`config.mk`:
```
export PLATFORM = sky130hd
export DESIGN_NAME = bwp_port_io
export DESIGN_NICKNAME = d
export VERILOG_FILES = /design/src/rtl/bwp_pkg.sv /design/src/rtl/bwp_port_io.sv
export SDC_FILE = /design/constraint.sdc
export NUM_CORES = 1
export LEC_CHECK = 0
export BUFFER_PORTS_ARGS = -buffer_cell sky130_fd_sc_hd__buf_2
export CAP_MARGIN = 15
export CORE_ASPECT_RATIO = 1.1
export CORE_UTILIZATION = 28
export DETAILED_ROUTE_END_ITERATION = 16
export PLACE_DENSITY_LB_ADDON = 0.1
export SLEW_MARGIN = 5
export SYNTH_ARGS = -nofsm -noshare
export SYNTH_HDL_FRONTEND = slang
export SYNTH_SLANG_ARGS = --single-unit
```
`constraint.sdc`:
```
create_clock -name clk_sys -period 2.8 [get_ports clk_sys]
set_clock_uncertainty 0.15 [all_clocks]
set_input_delay 0.42 -clock clk_sys [delete_from_list [all_inputs] [get_ports clk_sys]]
set_output_delay 0.42 -clock clk_sys [all_outputs]
set_load 0.02 [all_outputs]
```
`src/rtl/bwp_pkg.sv`:
```
/*
 * Package for the byte-wide general purpose port block: register offsets,
 * reset values, widths and the bus request carrier.
 * Assumes the processor presents one special register access per cycle.
 */
package bwp_pkg;

    localparam int NUM_PORTS = 4;
    localparam int PORT_WIDTH = 8;

    // Byte addresses of the port data registers in the special register space.
    localparam logic [7:0] PORT_ZERO_DATA_OFS = 8'h80;
    localparam logic [7:0] PORT_ONE_DATA_OFS = 8'h90;
    localparam logic [7:0] PORT_TWO_DATA_OFS = 8'hA0;
    localparam logic [7:0] PORT_THREE_DATA_OFS = 8'hB0;
    localparam logic [3:0][7:0] PORT_OFS = {PORT_THREE_DATA_OFS, PORT_TWO_DATA_OFS,
                                            PORT_ONE_DATA_OFS, PORT_ZERO_DATA_OFS};

    // A bit address holds the owning byte address in its upper five bits.
    localparam int BIT_SEL_LSB = 0;
    localparam int BIT_SEL_W = 3;

    // Values after reset.
    localparam logic [7:0] PORT_DATA_RESET = 8'hFF;
    localparam logic SYNC_RESET = 1'b1;
    localparam logic PULLUP_RESET = 1'b1;

    // One access from the processor; bit_op selects bit addressing of addr.
    typedef struct packed {
        logic rd;
        logic wr;
        logic rmw;
        logic bit_op;
        logic [7:0] addr;
        logic [7:0] wdata;
        logic wbit;
    } bwp_req_s;

endpackage

```
`src/rtl/bwp_port_io.sv`:
```
/*
 * Four byte-wide general purpose ports with output latches, pin read-back,
 * read-modify-write latch reads, push-pull or open-drain drive and pull-ups.
 * Assumes the core flags read-modify-write accesses, the crossbar supplies
 * pin ownership, and drive configuration and pull-up disable come from
 * neighbouring registers on the same clock.
 */
`timescale 1ns/1ps
`default_nettype none

module bwp_port_io #(
    parameter int NPORT = bwp_pkg::NUM_PORTS,
    parameter logic [NPORT-1:0] PORT_PINNED = '1
) (
    // Clock and reset.
    input wire logic clk_sys,
    input wire logic sys_rst,
    // Special register space access.
    input wire bwp_pkg::bwp_req_s req,
    output logic [7:0] rd_data_r,
    output logic rd_bit_r,
    output logic rd_hit_r,
    // Pin side.
    input wire logic [NPORT*8-1:0] pin_in,
    output logic [NPORT*8-1:0] pin_out_r,
    output logic [NPORT*8-1:0] pin_oe_r,
    output logic [NPORT*8-1:0] pin_pullup_r,
    // Neighbouring configuration.
    input wire logic [NPORT*8-1:0] pin_drive_config,
    input wire logic [NPORT*8-1:0] pin_xbar_own,
    input wire logic pullup_disable
);

    ////////////////////////////////////////////////////////////////////////////
    // Address decode.

    // Returns a hit flag and the port index for a byte address.
    function automatic logic [2:0] port_dec(input logic [7:0] a);
        logic [2:0] r;
        r = 3'h0;
        for (int p = 0; p < NPORT; p++) begin
            if (a == bwp_pkg::PORT_OFS[p]) begin
                r = {1'b1, 2'(p)};
            end
        end
        return r;
    endfunction

    logic [2:0] byte_dec;
    logic [2:0] bit_dec;
    logic [2:0] bit_sel;

    // Bit addresses share the decode of the byte that holds them.
    assign byte_dec = port_dec(req.addr);
    assign bit_dec = port_dec({req.addr[7:3], 3'h0});
    assign bit_sel = req.addr[bwp_pkg::BIT_SEL_LSB +: bwp_pkg::BIT_SEL_W];

    ////////////////////////////////////////////////////////////////////////////
    // Pin synchroniser.

    logic [NPORT*8-1:0] sync1_r;
    logic [NPORT*8-1:0] sync2_r;

    // Pins are asynchronous, so two flops stand before any read path.
    always_ff @(posedge clk_sys) begin
        if (sys_rst) begin
            sync1_r <= {(NPORT*8){bwp_pkg::SYNC_RESET}};
            sync2_r <= {(NPORT*8){bwp_pkg::SYNC_RESET}};
        end else begin
            sync1_r <= pin_in;
            sync2_r <= sync1_r;
        end
    end

    ////////////////////////////////////////////////////////////////////////////
    // Latches and read path.

    logic [NPORT-1:0][7:0] latch_r;
    logic [NPORT-1:0][7:0] latch_nxt;
    logic [NPORT-1:0][7:0] pin_view;
    logic [7:0] rd_data_nxt;
    logic rd_bit_nxt;
    logic rd_hit_nxt;
    logic [7:0] cur;

    // An unbonded port has no pin, so its read returns the latch instead.
    always_comb begin
        for (int p = 0; p < NPORT; p++) begin
            pin_view[p] = PORT_PINNED[p] ? sync2_r[p*8 +: 8] : latch_r[p];
        end
    end

    // Byte writes and bit writes update one latch; reads choose pin or latch.
    always_comb begin
        latch_nxt = latch_r;
        rd_data_nxt = 8'h00;
        rd_bit_nxt = 1'b0;
        rd_hit_nxt = 1'b0;
        cur = 8'h00;
        if (req.bit_op) begin
            if (bit_dec[2]) begin
                // The rmw flag covers JBC, CPL bit and MOV/CLR/SET bit targets.
                cur = req.rmw ? latch_r[bit_dec[1:0]] : pin_view[bit_dec[1:0]];
                if (req.rd) begin
                    rd_bit_nxt = cur[bit_sel];
                    rd_hit_nxt = 1'b1;
                end
                if (req.wr) begin
                    latch_nxt[bit_dec[1:0]][bit_sel] = req.wbit;
                end
            end
        end else if (byte_dec[2]) begin
            // Logic, increment, decrement and DJNZ forms arrive with rmw set.
            cur = req.rmw ? latch_r[byte_dec[1:0]] : pin_view[byte_dec[1:0]];
            if (req.rd) begin
                rd_data_nxt = cur;
                rd_hit_nxt = 1'b1;
            end
            if (req.wr) begin
                latch_nxt[byte_dec[1:0]] = req.wdata;
            end
        end
    end

    // Registers stay usable whether or not the port is bonded out.
    always_ff @(posedge clk_sys) begin
        if (sys_rst) begin
            latch_r <= {NPORT{bwp_pkg::PORT_DATA_RESET}};
            rd_data_r <= 8'h00;
            rd_bit_r <= 1'b0;
            rd_hit_r <= 1'b0;
        end else begin
            latch_r <= latch_nxt;
            rd_data_r <= rd_data_nxt;
            rd_bit_r <= rd_bit_nxt;
            rd_hit_r <= rd_hit_nxt;
        end
    end

    ////////////////////////////////////////////////////////////////////////////
    // Pin drivers.

    logic [NPORT*8-1:0] out_nxt;
    logic [NPORT*8-1:0] oe_nxt;
    logic [NPORT*8-1:0] pullup_nxt;

    // Enables are built from the next latch value so pins move with the write.
    always_comb begin
        for (int p = 0; p < NPORT; p++) begin
            out_nxt[p*8 +: 8] = latch_nxt[p];
            // On an owned, bonded pin a low always drives; a high drives only in push-pull mode.
            oe_nxt[p*8 +: 8] = PORT_PINNED[p]
                ? (pin_xbar_own[p*8 +: 8] & (~latch_nxt[p] | pin_drive_config[p*8 +: 8]))
                : 8'h00;
        end
        pullup_nxt = {(NPORT*8){~pullup_disable}};
    end

    // Pull-ups come up enabled so no driver floats before software acts.
    always_ff @(posedge clk_sys) begin
        if (sys_rst) begin
            pin_out_r <= {NPORT{bwp_pkg::PORT_DATA_RESET}};
            pin_oe_r <= '0;
            pin_pullup_r <= {(NPORT*8){bwp_pkg::PULLUP_RESET}};
        end else begin
            pin_out_r <= out_nxt;
            pin_oe_r <= oe_nxt;
            pin_pullup_r <= pullup_nxt;
        end
    end

    ////////////////////////////////////////////////////////////////////////////
    // Checks.

    logic byte_wr0;
    logic byte_rd0;
    logic bit_acc0;

    assign byte_wr0 = req.wr && !req.bit_op && req.addr == bwp_pkg::PORT_ZERO_DATA_OFS;
    assign byte_rd0 = req.rd && !req.bit_op && req.addr == bwp_pkg::PORT_ZERO_DATA_OFS;
    assign bit_acc0 = req.bit_op && req.addr[7:3] == bwp_pkg::PORT_ZERO_DATA_OFS[7:3];

    latch_write_a: assert property (@(posedge clk_sys) disable iff (sys_rst)
        byte_wr0 |=> pin_out_r[7:0] == $past(req.wdata))
        else $error("Port zero latch missed a byte write.");

    latch_hold_a: assert property (@(posedge clk_sys) disable iff (sys_rst)
        !req.wr [*2] |-> $stable(pin_out_r))
        else $error("Port output changed without a write.");

    pin_read_a: assert property (@(posedge clk_sys) disable iff (sys_rst)
        byte_rd0 && !req.rmw && PORT_PINNED[0]
        |=> rd_hit_r && rd_data_r == $past(sync2_r[7:0]))
        else $error("Plain read did not return pin levels.");

    rmw_read_a: assert property (@(posedge clk_sys) disable iff (sys_rst)
        byte_rd0 && req.rmw |=> rd_data_r == $past(latch_r[0]))
        else $error("Read-modify-write read did not return the latch.");

    bit_rmw_a: assert property (@(posedge clk_sys) disable iff (sys_rst)
        bit_acc0 && req.rd && req.rmw |=> rd_bit_r == $past(latch_r[0][bit_sel]))
        else $error("Bit read-modify-write did not use the latch.");

    bit_write_a: assert property (@(posedge clk_sys) disable iff (sys_rst)
        bit_acc0 && req.wr |=> pin_out_r[$past(bit_sel)] == $past(req.wbit))
        else $error("Bit write did not reach the latch.");

    drive_low_a: assert property (@(posedge clk_sys) disable iff (sys_rst)
        !pin_out_r[0] && $past(pin_xbar_own[0]) && PORT_PINNED[0] |-> pin_oe_r[0])
        else $error("Owned pin with latch zero is not driven low.");

    open_drain_a: assert property (@(posedge clk_sys) disable iff (sys_rst)
        pin_out_r[0] && !$past(pin_drive_config[0]) |-> !pin_oe_r[0])
        else $error("Open-drain pin drove a high level.");

    pullup_reset_a: assert property (@(posedge clk_sys)
        sys_rst |=> (&pin_pullup_r) && (pin_oe_r == '0))
        else $error("Pull-ups not enabled after reset.");

    ////////////////////////////////////////////////////////////////////////////
    // Read path checks.

    // A byte read that decodes to a port always answers on the next cycle.
    byte_hit_a: assert property (@(posedge clk_sys) disable iff (sys_rst)
        req.rd && !req.bit_op && byte_dec[2] |=> rd_hit_r)
        else $error("Byte read of a port gave no hit.");

    // Unmapped byte addresses must not answer, or the core would take stray data.
    unmapped_miss_a: assert property (@(posedge clk_sys) disable iff (sys_rst)
        req.rd && !req.bit_op && !byte_dec[2] |=> !rd_hit_r && rd_data_r == 8'h00)
        else $error("Unmapped byte read was answered.");

    // Unmapped bit addresses behave the same way as unmapped bytes.
    bit_miss_a: assert property (@(posedge clk_sys) disable iff (sys_rst)
        req.rd && req.bit_op && !bit_dec[2] |=> !rd_hit_r && !rd_bit_r)
        else $error("Unmapped bit read was answered.");

    // Read outputs stand for one cycle only, then fall back to zero.
    read_idle_a: assert property (@(posedge clk_sys) disable iff (sys_rst)
        !req.rd |=> !rd_hit_r && !rd_bit_r && rd_data_r == 8'h00)
        else $error("Read outputs set without a read.");

    // A plain bit read of a bonded port reports the synchronised pin, not the latch.
    bit_pin_read_a: assert property (@(posedge clk_sys) disable iff (sys_rst)
        bit_acc0 && req.rd && !req.rmw && PORT_PINNED[0]
        |=> rd_hit_r && rd_bit_r == $past(sync2_r[bit_sel]))
        else $error("Plain bit read did not return the pin level.");

    // The core's combined step reads the old latch while the new value lands.
    rmw_combined_a: assert property (@(posedge clk_sys) disable iff (sys_rst)
        byte_rd0 && byte_wr0 && req.rmw
        |=> rd_data_r == $past(latch_r[0]) && pin_out_r[7:0] == $past(req.wdata))
        else $error("Combined read-modify-write step lost a value.");

    ////////////////////////////////////////////////////////////////////////////
    // Latch and driver checks.

    // A byte write to port zero must leave every other port untouched.
    other_ports_a: assert property (@(posedge clk_sys) disable iff (sys_rst)
        byte_wr0 |=> pin_out_r[NPORT*8-1:8] == $past(pin_out_r[NPORT*8-1:8]))
        else $error("Byte write disturbed another port.");

    // A bit write changes only its own bit; neighbours keep the latch value.
    bit_keep_a: assert property (@(posedge clk_sys) disable iff (sys_rst)
        bit_acc0 && req.wr
        |=> ((pin_out_r[7:0] ^ $past(latch_r[0])) & ~(8'h01 << $past(bit_sel))) == 8'h00)
        else $error("Bit write disturbed a neighbouring bit.");

    // A pin the crossbar keeps for another signal is never driven by the port.
    not_owned_a: assert property (@(posedge clk_sys) disable iff (sys_rst)
        !$past(pin_xbar_own[0]) |-> !pin_oe_r[0])
        else $error("Port drove a pin it does not own.");

    // Push-pull drives a high level; the reset guard skips the cleared enables.
    push_pull_a: assert property (@(posedge clk_sys) disable iff (sys_rst)
        !$past(sys_rst) && pin_out_r[0] && $past(pin_drive_config[0])
        && $past(pin_xbar_own[0]) && PORT_PINNED[0] |-> pin_oe_r[0])
        else $error("Push-pull pin did not drive a high level.");

    // The highest port is the one a reduced package drops first.
    unbonded_oe_a: assert property (@(posedge clk_sys) disable iff (sys_rst)
        !PORT_PINNED[NPORT-1] |-> pin_oe_r[NPORT*8-1 -: 8] == 8'h00)
        else $error("Unbonded port enabled a driver.");

    // Pull-ups follow the disable input one cycle later once out of reset.
    pullup_follow_a: assert property (@(posedge clk_sys) disable iff (sys_rst)
        !$past(sys_rst) |-> pin_pullup_r == {(NPORT*8){!$past(pullup_disable)}})
        else $error("Pull-ups did not follow the disable input.");

endmodule

`default_nettype wire

```
# ---- After elaboration in Yosys (flattened, before gate mapping)
# Cells that the tools add are included.
dict set report word_totals {
  in_bits 120
  wordCells 86
  ff_bits 171
  out_inout_bits 106
}
dict set report op_classes {
  bitwise 17
  n_eq_ne 8
  n_mux 38
  n_lt_le_gt_ge 6
  n_reduce_logical 5
}
# cell count
set op_table {}
lappend op_table {{$mux W32} 6}
lappend op_table {{$bmux W8 S2} 4}
lappend op_table {{$bwmux W32} 2}
lappend op_table {{$mux W8} 8}
lappend op_table {{$and A8 B8 Y8} 4}
lappend op_table {{$demux W8 S2} 2}
lappend op_table {{$eq A8 B8 Y1 const B} 4}
lappend op_table {{$not A8 Y8} 4}
lappend op_table {{$or A8 B8 Y8} 4}
lappend op_table {{$mux W3} 8}
lappend op_table {{$eq A5 B5 Y1 const B} 4}
lappend op_table {{$reduce_or A4 Y1} 2}
lappend op_table {{$lt A2 B3 Y1 const B} 2}
lappend op_table {{$mux W1} 6}
lappend op_table {{$not A1 Y1} 5}
lappend op_table {{$ge A2 B1 Y1 const B} 2}
lappend op_table {{$lt A3 B4 Y1 const B} 1}
lappend op_table {{$bmux W1 S3} 1}
lappend op_table {{$demux W1 S3} 1}
lappend op_table {{$ge A3 B1 Y1 const B} 1}
lappend op_table {{$logic_and A1 B1 Y1} 3}

# ---- Depth between registers and ports, before layout
# Gate-level depths: netlist (run 1).
dict set report logic_depth {
  word_depth 16
  depth_mapped 9
  depth_no_buf 6
}

# ---- Worst setup path before layout (run 1)
# OpenSTA, ideal clock, no wires.
dict set report synth_path {
  kind {input-to-reg}
  start {input port req[10] in the netlist's numbering}
  end {register pin_oe_r[24]}
  t_required_ns 2.591
  setup_slack_ns 0.379
  arrival_time_ns 2.213
  n_path_buf 3
  setup_time_ns 0.059
  cell_stages 9
  path_cell_list {buf_2 > or3_4 > buf_6 > nor3_4 > and3_2 > buf_4 > mux2_2 > a31oi_1 > o211a_1}
}
dict set report synth_via {
  elab_chain_cells 15
  elab_cells_between_ends 30
  classes_between {order compare (4); eq/ne (4); mux (17); bitwise (3); reduce/logical (2)}
}
# item line_no
set synth_lines {}
lappend synth_lines {{from (decl)} bwp_port_io.sv:19} ;# input wire bwp_pkg::bwp_req_s req,
lappend synth_lines {{$eq A8 B8 Y1} bwp_port_io.sv:42} ;# if (a == bwp_pkg::PORT_OFS[p]) begin
lappend synth_lines {{$mux W3 (3 in a row)} bwp_port_io.sv:42}
lappend synth_lines {{$lt A2 B3 Y1 (implied by the code) or $ge A2 B1 Y1 (tied branches)} bwp_port_io.sv:120} ;# latch_nxt[byte_dec[1:0]] = req.wdata;
lappend synth_lines {{$logic_and A1 B1 Y1 (implied by the code)} bwp_port_io.sv:120}
lappend synth_lines {{$mux W8 (implied by the code)} bwp_port_io.sv:120}
lappend synth_lines {{$demux W8 S2} bwp_port_io.sv:120}
lappend synth_lines {{$bwmux W32} bwp_port_io.sv:120}
lappend synth_lines {{$mux W32} bwp_port_io.sv:119} ;# if (req.wr) begin
lappend synth_lines {{$mux W32} bwp_port_io.sv:112} ;# end else if (byte_dec[2]) begin
lappend synth_lines {{$mux W32 (*)} bwp_port_io.sv:100} ;# if (req.bit_op) begin
lappend synth_lines {{$not A8 Y8 (*)} bwp_port_io.sv:153} ;# ? (pin_xbar_own[p*8 +: 8] & (~latch_nxt[p] | pin_drive_config[p*8 +: 8]))
lappend synth_lines {{$or A8 B8 Y8 (*)} bwp_port_io.sv:153}
lappend synth_lines {{$and A8 B8 Y8 (*)} bwp_port_io.sv:153}
lappend synth_lines {{to (signal assigned)} bwp_port_io.sv:167} ;# pin_oe_r <= oe_nxt;
lappend synth_lines {{to (decl)} bwp_port_io.sv:26} ;# output logic [NPORT*8-1:0] pin_oe_r,
# Mark *: on every way between the ends. The rest lies on a longest branch, timed or not.
# A chain may end at the register's enable or synchronous reset.

# ---- Worst setup path after layout (run 1)
dict set report layout_path {
  start {input port req[15] in the netlist's numbering}
  end {register pin_oe_r[24]}
}
dict set report layout_via {
  elab_chain_cells 15
  elab_cells_between_ends 36
  classes_between {order compare (4); eq/ne (8); mux (19); bitwise (3); reduce/logical (2)}
}
# item line_no
set layout_lines {}
lappend layout_lines {{$eq A8 B8 Y1 or $eq A5 B5 Y1 (tied branches)} bwp_port_io.sv:42}
lappend layout_lines {{$mux W3 (3 in a row)} bwp_port_io.sv:42}
lappend layout_lines {{$lt A2 B3 Y1 (implied by the code) (tied with other cells)} bwp_port_io.sv:120}
lappend layout_lines {{$logic_and A1 B1 Y1, on equally long branches} {bwp_port_io.sv:120, bwp_port_io.sv:109}}
lappend layout_lines {{$mux W8, on equally long branches} {bwp_port_io.sv:120, bwp_port_io.sv:109}}
lappend layout_lines {{$demux W8 S2, on equally long branches} {bwp_port_io.sv:120, bwp_port_io.sv:109}}
lappend layout_lines {{$bwmux W32, on equally long branches} {bwp_port_io.sv:120, bwp_port_io.sv:109}}
lappend layout_lines {{$mux W32, on equally long branches} {bwp_port_io.sv:119, bwp_port_io.sv:108}}
lappend layout_lines {{$mux W32, on equally long branches} {bwp_port_io.sv:112, bwp_port_io.sv:101}}
lappend layout_lines {{$mux W32 (*)} bwp_port_io.sv:100}
lappend layout_lines {{$not A8 Y8 (*)} bwp_port_io.sv:153}
lappend layout_lines {{$or A8 B8 Y8 (*)} bwp_port_io.sv:153}
lappend layout_lines {{$and A8 B8 Y8 (*)} bwp_port_io.sv:153}
# Marked as above.

==> out/qor.txt, run 1 <==
Status -> complete, no violations
Num rows -> 57
Vias -> 5567
Setup TNS -> 0 ns
Post-synth EDFFs -> 0
WL/cell -> 17.53 µm
CP Buf/Inv Count -> 1
Routed Antenna Nets -> 0
Drt initial violations -> 264
DRT Wirelength -> 21.32 mm
Ant. Diodes -> 0
Type of origin of the critical path -> input port
Port bufs -> 225
Hold path start -> pin_in[13]
Cell Pwr Density -> 584.6 nW/µm²
Crit share post-route -> 0.8063
WP depth -> 7
Gpl congestion -> 0.8701
Post-synth ARST share -> 0
Number of remaining DRC errors -> 0
Area growth, synth to finish -> 31.97%
Slew HR -> 0.5788
Clock root buffer -> clkbuf_16
Vias per std cell -> 4.578
First-pass GRT wire length -> 32.49 mm
Reg2Reg Depth -> 7
Worst VDD drop -> 0.3653 mV
Total gr overflow -> 0
Max Freq -> 442.9 MHz
Final Hold Viols -> 0
Largest fanout on the critical path -> 8
Register clock-pin slew on the reported worst setup and hold paths -> 0.06 ns
Hold Path Class -> input port to register
Fillers -> 2372
Leak pwr -> 3.918 nW
DIE WIDTH -> 146.1 µm
Ys Warns -> 0
Chip height -> 160.5 µm
Layout cells sized above 1 -> 0.4213
Crit path max-delay family -> simple AND/OR/NAND/NOR gates
Post-CTS setup buffer count -> 0
Initial Util -> 0.2874
Synth Cell Area -> 6395 µm²
Tmin final -> 2.258 ns
Ports -> 226
Hold buffers post-CTS -> 1
Vias in the first global route -> 5547
Post-synth top flop -> dfxtp_1
Max cap viols -> 0
Die area -> 23450 µm²
Syn_area_per_cell -> 9.241 µm²
Initial antenna violation count -> 0
Cells resized by post-CTS repair -> 0
Worst reg-to-reg setup slack -> 0.88 ns
Hold Path End -> sync1_r[13]
Fin nets -> 1028
Final Setup Violations -> 0
Reg-to-Reg Start -> pin_view[27]
Post-DP HPWL -> 16.19 mm
Unique cell type count in the Yosys netlist -> 59
Reg2reg end -> rd_bit_r
Clock sink count -> 139
Worst-margin pin slew -> 0.6309 ns
Htree depth -> 4
Slowest-stage cell, CP -> or3b_1
Sequential area share after synthesis -> 0.4351
Worst hold stages -> 2
CP arrival -> 2.48 ns
Later-pin clock latency in the skew report -> 0.42 ns
Final core occ -> 0.3793
CTS tree -> done
Initial DRT Pass Iterations -> 4
Synthesized flop and latch total -> 139
WP data required -> 3.02 ns
CTS max path bufs -> 2
CP max stage delay -> 0.59 ns
CP cell instances -> buf_2 -> or3b_1 -> nor3_4 -> and3_2 -> mux2_2 -> a31oi_1 -> o211a_1
GRT Util Overall -> 0.1848
Mapped Cells -> 692
Worst setup EP type -> register
RSZ-0062 raised after global routing -> false
CTS buffer count -> 17
WS Path Type -> input port to register
Largest net degree at the start of global routing -> 66
Syn nets -> 812
Core area -> 22250 µm²
Slew Viols, Final -> 0
layer usage:
layer | part of all wire | GRT usage | vias to the layer above
met5 | 0 | 0 | -
met1 | 0.44 | 0.2317 | 2561
met3 | 0.055 | 0.04063 | 39
li1 | - | - | 2770
met2 | 0.47 | 0.3047 | 197
met4 | 0.029 | 0.08002 | 0
stage by stage:
step | instance area (µm²) | setup WS (ns) | power [mW] | hold slack (ns) | std cells
6_report | 8439 | 0.5422 | 4.933 | 0.02662 | 1216
3_3_place_gp | 7805 | 0.1064 | 2.584 | 0.2428 | 1183
4_1_cts | 8439 | 0.5208 | 5.011 | 0.008463 | 1216
5_1_grt | 8439 | 0.4456 | 5.141 | 0.01437 | 1216
3_5_place_dp | 7805 | 0.08261 | 2.581 | 0.2423 | 1183
2_1_floorplan | 6395 | 0.3786 | 2.392 | 0.2395 | 692
cells in the final DEF, fill, tap and decap left out, drive strengths merged, types with 2 or more instances in the layout:
cell type and instances:
clkinv 7, dfxtp 139, buf 268, nand4 4, mux2 9, a221oi 14, nand4bb 2, o22ai 2
nand2 60, nor3b 3, bufinv 4, a22oi 4, nor2 37, or2 65, inv 35, and3 7
a21oi 40, nand2b 29, a31oi 3, nor2b 3, o21ai 14, o2bb2ai 3, o211a 5, a211oi 5
nor3 11, a221o 3, nand3 12, a211o 2, mux2i 91, o211ai 2, clkbuf 18
how the worst max path moves through the flow:
stage	from	to	slack (ns)
final	req[15]	pin_oe_r[24]	0.54
after global routing	req[15]	pin_oe_r[24]	0.45
after CTS	req[15]	pin_oe_r[24]	0.52
after detailed placement	req[15]	pin_oe_r[24]	0.08
after global placement	req[15]	pin_oe_r[24]	0.11
after floorplan	req[10]	pin_oe_r[24]	0.38
registers in the layout, summed over array words and instances, names as in the netlist:
| name | count |
|---|---|
| pin_oe_r | 32 |
| pin_view | 32 |
| sync1_r | 32 |
| pin_out_r | 31 |
| rd_data_r | 8 |
| latch_r | 1 |
| pin_pullup_r | 1 |
| rd_bit_r | 1 |
| rd_hit_r | 1 |
logic make-up (layout without fill, tap and decap cells):
family                 Yosys count  in the layout  synth area share
AND/OR/NAND/NOR                240            240            0.2052
multiplexers                   100            100            0.1583
flip-flops                     139            139            0.4351
AO/OA/AOI/OAI                  108            108            0.1143
buffers and inverters          105            334           0.08707
worst reg2reg max path, delay by kind of cell (launching register included):
family / cells / cell delay (ns)
multiplexers: 1 / 0.13
flip-flops: 1 / 0.30
AND/OR/NAND/NOR: 1 / 0.09
buffers and inverters: 1 / 0.20
AO/OA/AOI/OAI: 4 / 0.95
Yosys cell counts, types with 3 or more instances:
cell type / number / area (µm²)
a31oi_1: 3 / 18.77
a21oi_1: 40 / 200.2
nor3_1: 9 / 45.04
and3_1: 5 / 31.28
a22oi_1: 4 / 30.03
a211oi_1: 5 / 37.54
a221o_1: 3 / 30.03
inv_1: 32 / 120.1
buf_4: 32 / 240.2
or2_2: 65 / 406.6
buf_1: 4 / 15.01
o2bb2ai_1: 3 / 26.28
nor2b_1: 3 / 18.77
nand3_1: 11 / 55.05
nand2b_1: 29 / 181.4
mux2_2: 9 / 101.4
dfxtp_1: 139 / 2783
o21ai_0: 14 / 70.07
o211a_1: 5 / 50.05
nor2_1: 35 / 131.4
mux2i_1: 91 / 910.9
a221oi_1: 14 / 122.6
nand2_1: 59 / 221.5
clkbuf_1: 24 / 90.09
nand4_1: 4 / 25.02
buf_2: 9 / 45.04
cell type report:
type | count | area (µm²) | share of cell area
multi-input combinational | 448 | 3055 | 0.3620
sequential | 139 | 2783 | 0.3297
timing repair buffer | 269 | 1484 | 0.1758
clock buffer | 18 | 429.2 | 0.05085
tap | 295 | 369.1 | 0.04374
clock inverter | 14 | 195.2 | 0.02313
inverter | 33 | 123.9 | 0.01468
where the power goes:
part / internal (mW) / leakage, nW / switching [mW]
Clock: 1.50 / 0.305 / 0.903
Combinational: 0.201 / 2.47 / 0.268
Sequential: 2.04 / 1.14 / 0.0234
Power figures use the tool's default switching activity.
==> inputs of run 2 (changes only) <==
==> constraint.sdc (replaced) <==
create_clock -name clk_sys -period 2.2 [get_ports clk_sys]
set_clock_uncertainty 0.15 [all_clocks]
set_input_delay 0.33 -clock clk_sys [delete_from_list [all_inputs] [get_ports clk_sys]]
set_output_delay 0.33 -clock clk_sys [all_outputs]
set_load 0.02 [all_outputs]
==> run 2 against run 1 <==
Global-route usage is 1.2 points higher; sequential share of layout area is 4.4 points lower; first-iteration DRC count is 22% higher; design area is 15% higher; register-to-register slack worse by 0.58 ns; hold slack better by 0.051 ns; critical path depth is 1 higher; total power is 23% higher; critical endpoint unchanged.
==> out/qor.txt, run 2 (synthesis results as in run 1) <==
Status -> complete, no violations
CTS buffer count -> 17
Clock sink count -> 139
Fin nets -> 1165
Power Internal -> 4.475 mW
Register clock-pin slew on the reported worst setup and hold paths -> 0.06 ns
Most frequent cells in the layout -> buf_2 (225), dfxtp_1 (139), dlygate4sd3_1 (97)
Fin cells -> 1353
Gpl congestion -> 0.8731
Later-pin clock latency in the skew report -> 0.42 ns
Reg-to-Reg Start -> pin_out_r[12]
Worst-margin pin slew -> 0.6595 ns
Ports -> 226
Routed Antenna Nets -> 0
Post-CTS setup buffer count -> 0
Final Setup Violations -> 0
Layout cells sized above 1 -> 0.4055
Power share of the combinational group -> 0.127
RSZ-0062 raised after global routing -> false
GRT Util Overall -> 0.1970
Clk pwr share -> 0.439
First-pass GRT wire length -> 35.22 mm
Reg power frac -> 0.434
Max Freq -> 489.2 MHz
WL/cell -> 16.71 µm
WP data required -> 2.42 ns
WS Path Type -> input port to register
Ant. Diodes -> 0
Sw Share -> 0.2605
CP arrival -> 2.26 ns
Core area -> 22250 µm²
Total gr overflow -> 0
Critical Path Sink -> pin_oe_r[24]
Tmin final -> 2.044 ns
Hold buffers post-CTS -> 97
Leak pwr -> 4.510 nW
Worst VDD drop -> 0.4788 mV
Number of remaining DRC errors -> 0
Initial Util -> 0.2874
Final Hold Viols -> 0
Area growth, synth to finish -> 52.34%
Reg2Reg Depth -> 6
Num rows -> 57
CP Launch Point -> req[15]
Reg2reg end -> rd_bit_r
Final hold slack -> 0.07803 ns
Commonest non-fill, non-tap cell in the layout -> buf_2
Total Power -> 6.052 mW
Vias -> 6094
Slew Viols, Final -> 0
Worst reg-to-reg setup slack -> 0.30 ns
Max cap viols -> 0
Cell Pwr Density -> 621.2 nW/µm²
Die area -> 23450 µm²
Hold Path Class -> input port to register
Largest fanout on the critical path -> 12
Chip height -> 160.5 µm
CTS tree -> done
Post-DP HPWL -> 16.71 mm
Placed cells -> 1224
CTS max path bufs -> 2
DIE WIDTH -> 146.1 µm
Vias per std cell -> 4.504
Vias in the first global route -> 6252
Initial antenna violation count -> 0
Initial DRT Pass Iterations -> 4
DRT Wirelength -> 22.61 mm
Port bufs -> 225
Worst setup EP type -> register
Clock root buffer -> clkbuf_16
Largest net degree at the start of global routing -> 66
Cells resized by post-CTS repair -> 0
Drt initial violations -> 321
Htree depth -> 4
Type of origin of the critical path -> input port
Psw -> 1.577 mW
Crit share post-route -> 0.9291
Slew HR -> 0.5597
run 2: cell types whose count changed in the layout (fill, tap and decap cells not counted), moves of 2 or more:
cell	change
dlygate4sd3_1	+96
bufinv_16	-4
buf_12	+9
buf_4	+32
clkinvlp_4	+2
run 2: through the flow:
stage / cell area (µm²) / setup TNS (ns) / utilization / setup slack [ns]
2_1_floorplan: 6417 / -0.1428 / - / -0.05888
3_3_place_gp: 8233 / -9.201 / 0.3700 / -0.2818
3_5_place_dp: 8233 / -9.236 / 0.3700 / -0.2722
4_1_cts: 9742 / 0 / 0.4378 / 0.1620
5_1_grt: 9742 / 0 / 0.4378 / 0.06520
6_report: 9742 / 0 / 0.4378 / 0.1559
run 2: final cells by class:
| class | count | area, µm² |
|---|---|---|
| fillers | 2249 | 12510 |
| well taps | 295 | 369.1 |
| repair buffers | 406 | 2865 |
| clock buffers | 19 | 442.9 |
| flip-flops and latches | 139 | 2783 |
| inverters | 33 | 123.9 |
| multi-input cells | 448 | 3063 |
| clock inverters | 13 | 95.09 |
run 2: worst max-delay path, stage by stage:
cell and delay, ns:
buf_2 0.13, or3b_1 0.41, buf_4 0.22, nor3_4 0.20
and3_4 0.26, mux2_4 0.30, a31oi_1 0.23, o211a_1 0.17
run 2: routing by layer:
metal  global-route usage  vias up  routed length, µm  part of all wire
met1               0.2511     2833              10240              0.45
met2               0.3395      193              11010              0.49
met5                    0        -                  0                 0
met4              0.05824        0                356             0.016
met3              0.03381       22               1012             0.045
li1                     -     3046                  -                 -
run 2: worst min-delay path by stage:
stage                            from            to  cells past startpoint
after floorplan            sync1_r[0]   pin_view[0]                      1
after global placement    sync1_r[25]  pin_view[25]                      1
after detailed placement  sync1_r[17]  pin_view[17]                      1
after CTS                     req[17]      rd_hit_r                      3
after global routing          req[17]      rd_hit_r                      3
final                         req[17]      rd_hit_r                      3
run 2: power by group through the flow:
stage | logic (mW) | clock network, mW | registers [mW]
after floorplan | 0.335 | 0 | 2.71
after global placement | 0.639 | 0 | 2.68
after detailed placement | 0.636 | 0 | 2.68
after CTS | 0.769 | 2.74 | 2.63
after global routing | 0.833 | 2.87 | 2.63
final | 0.769 | 2.66 | 2.63
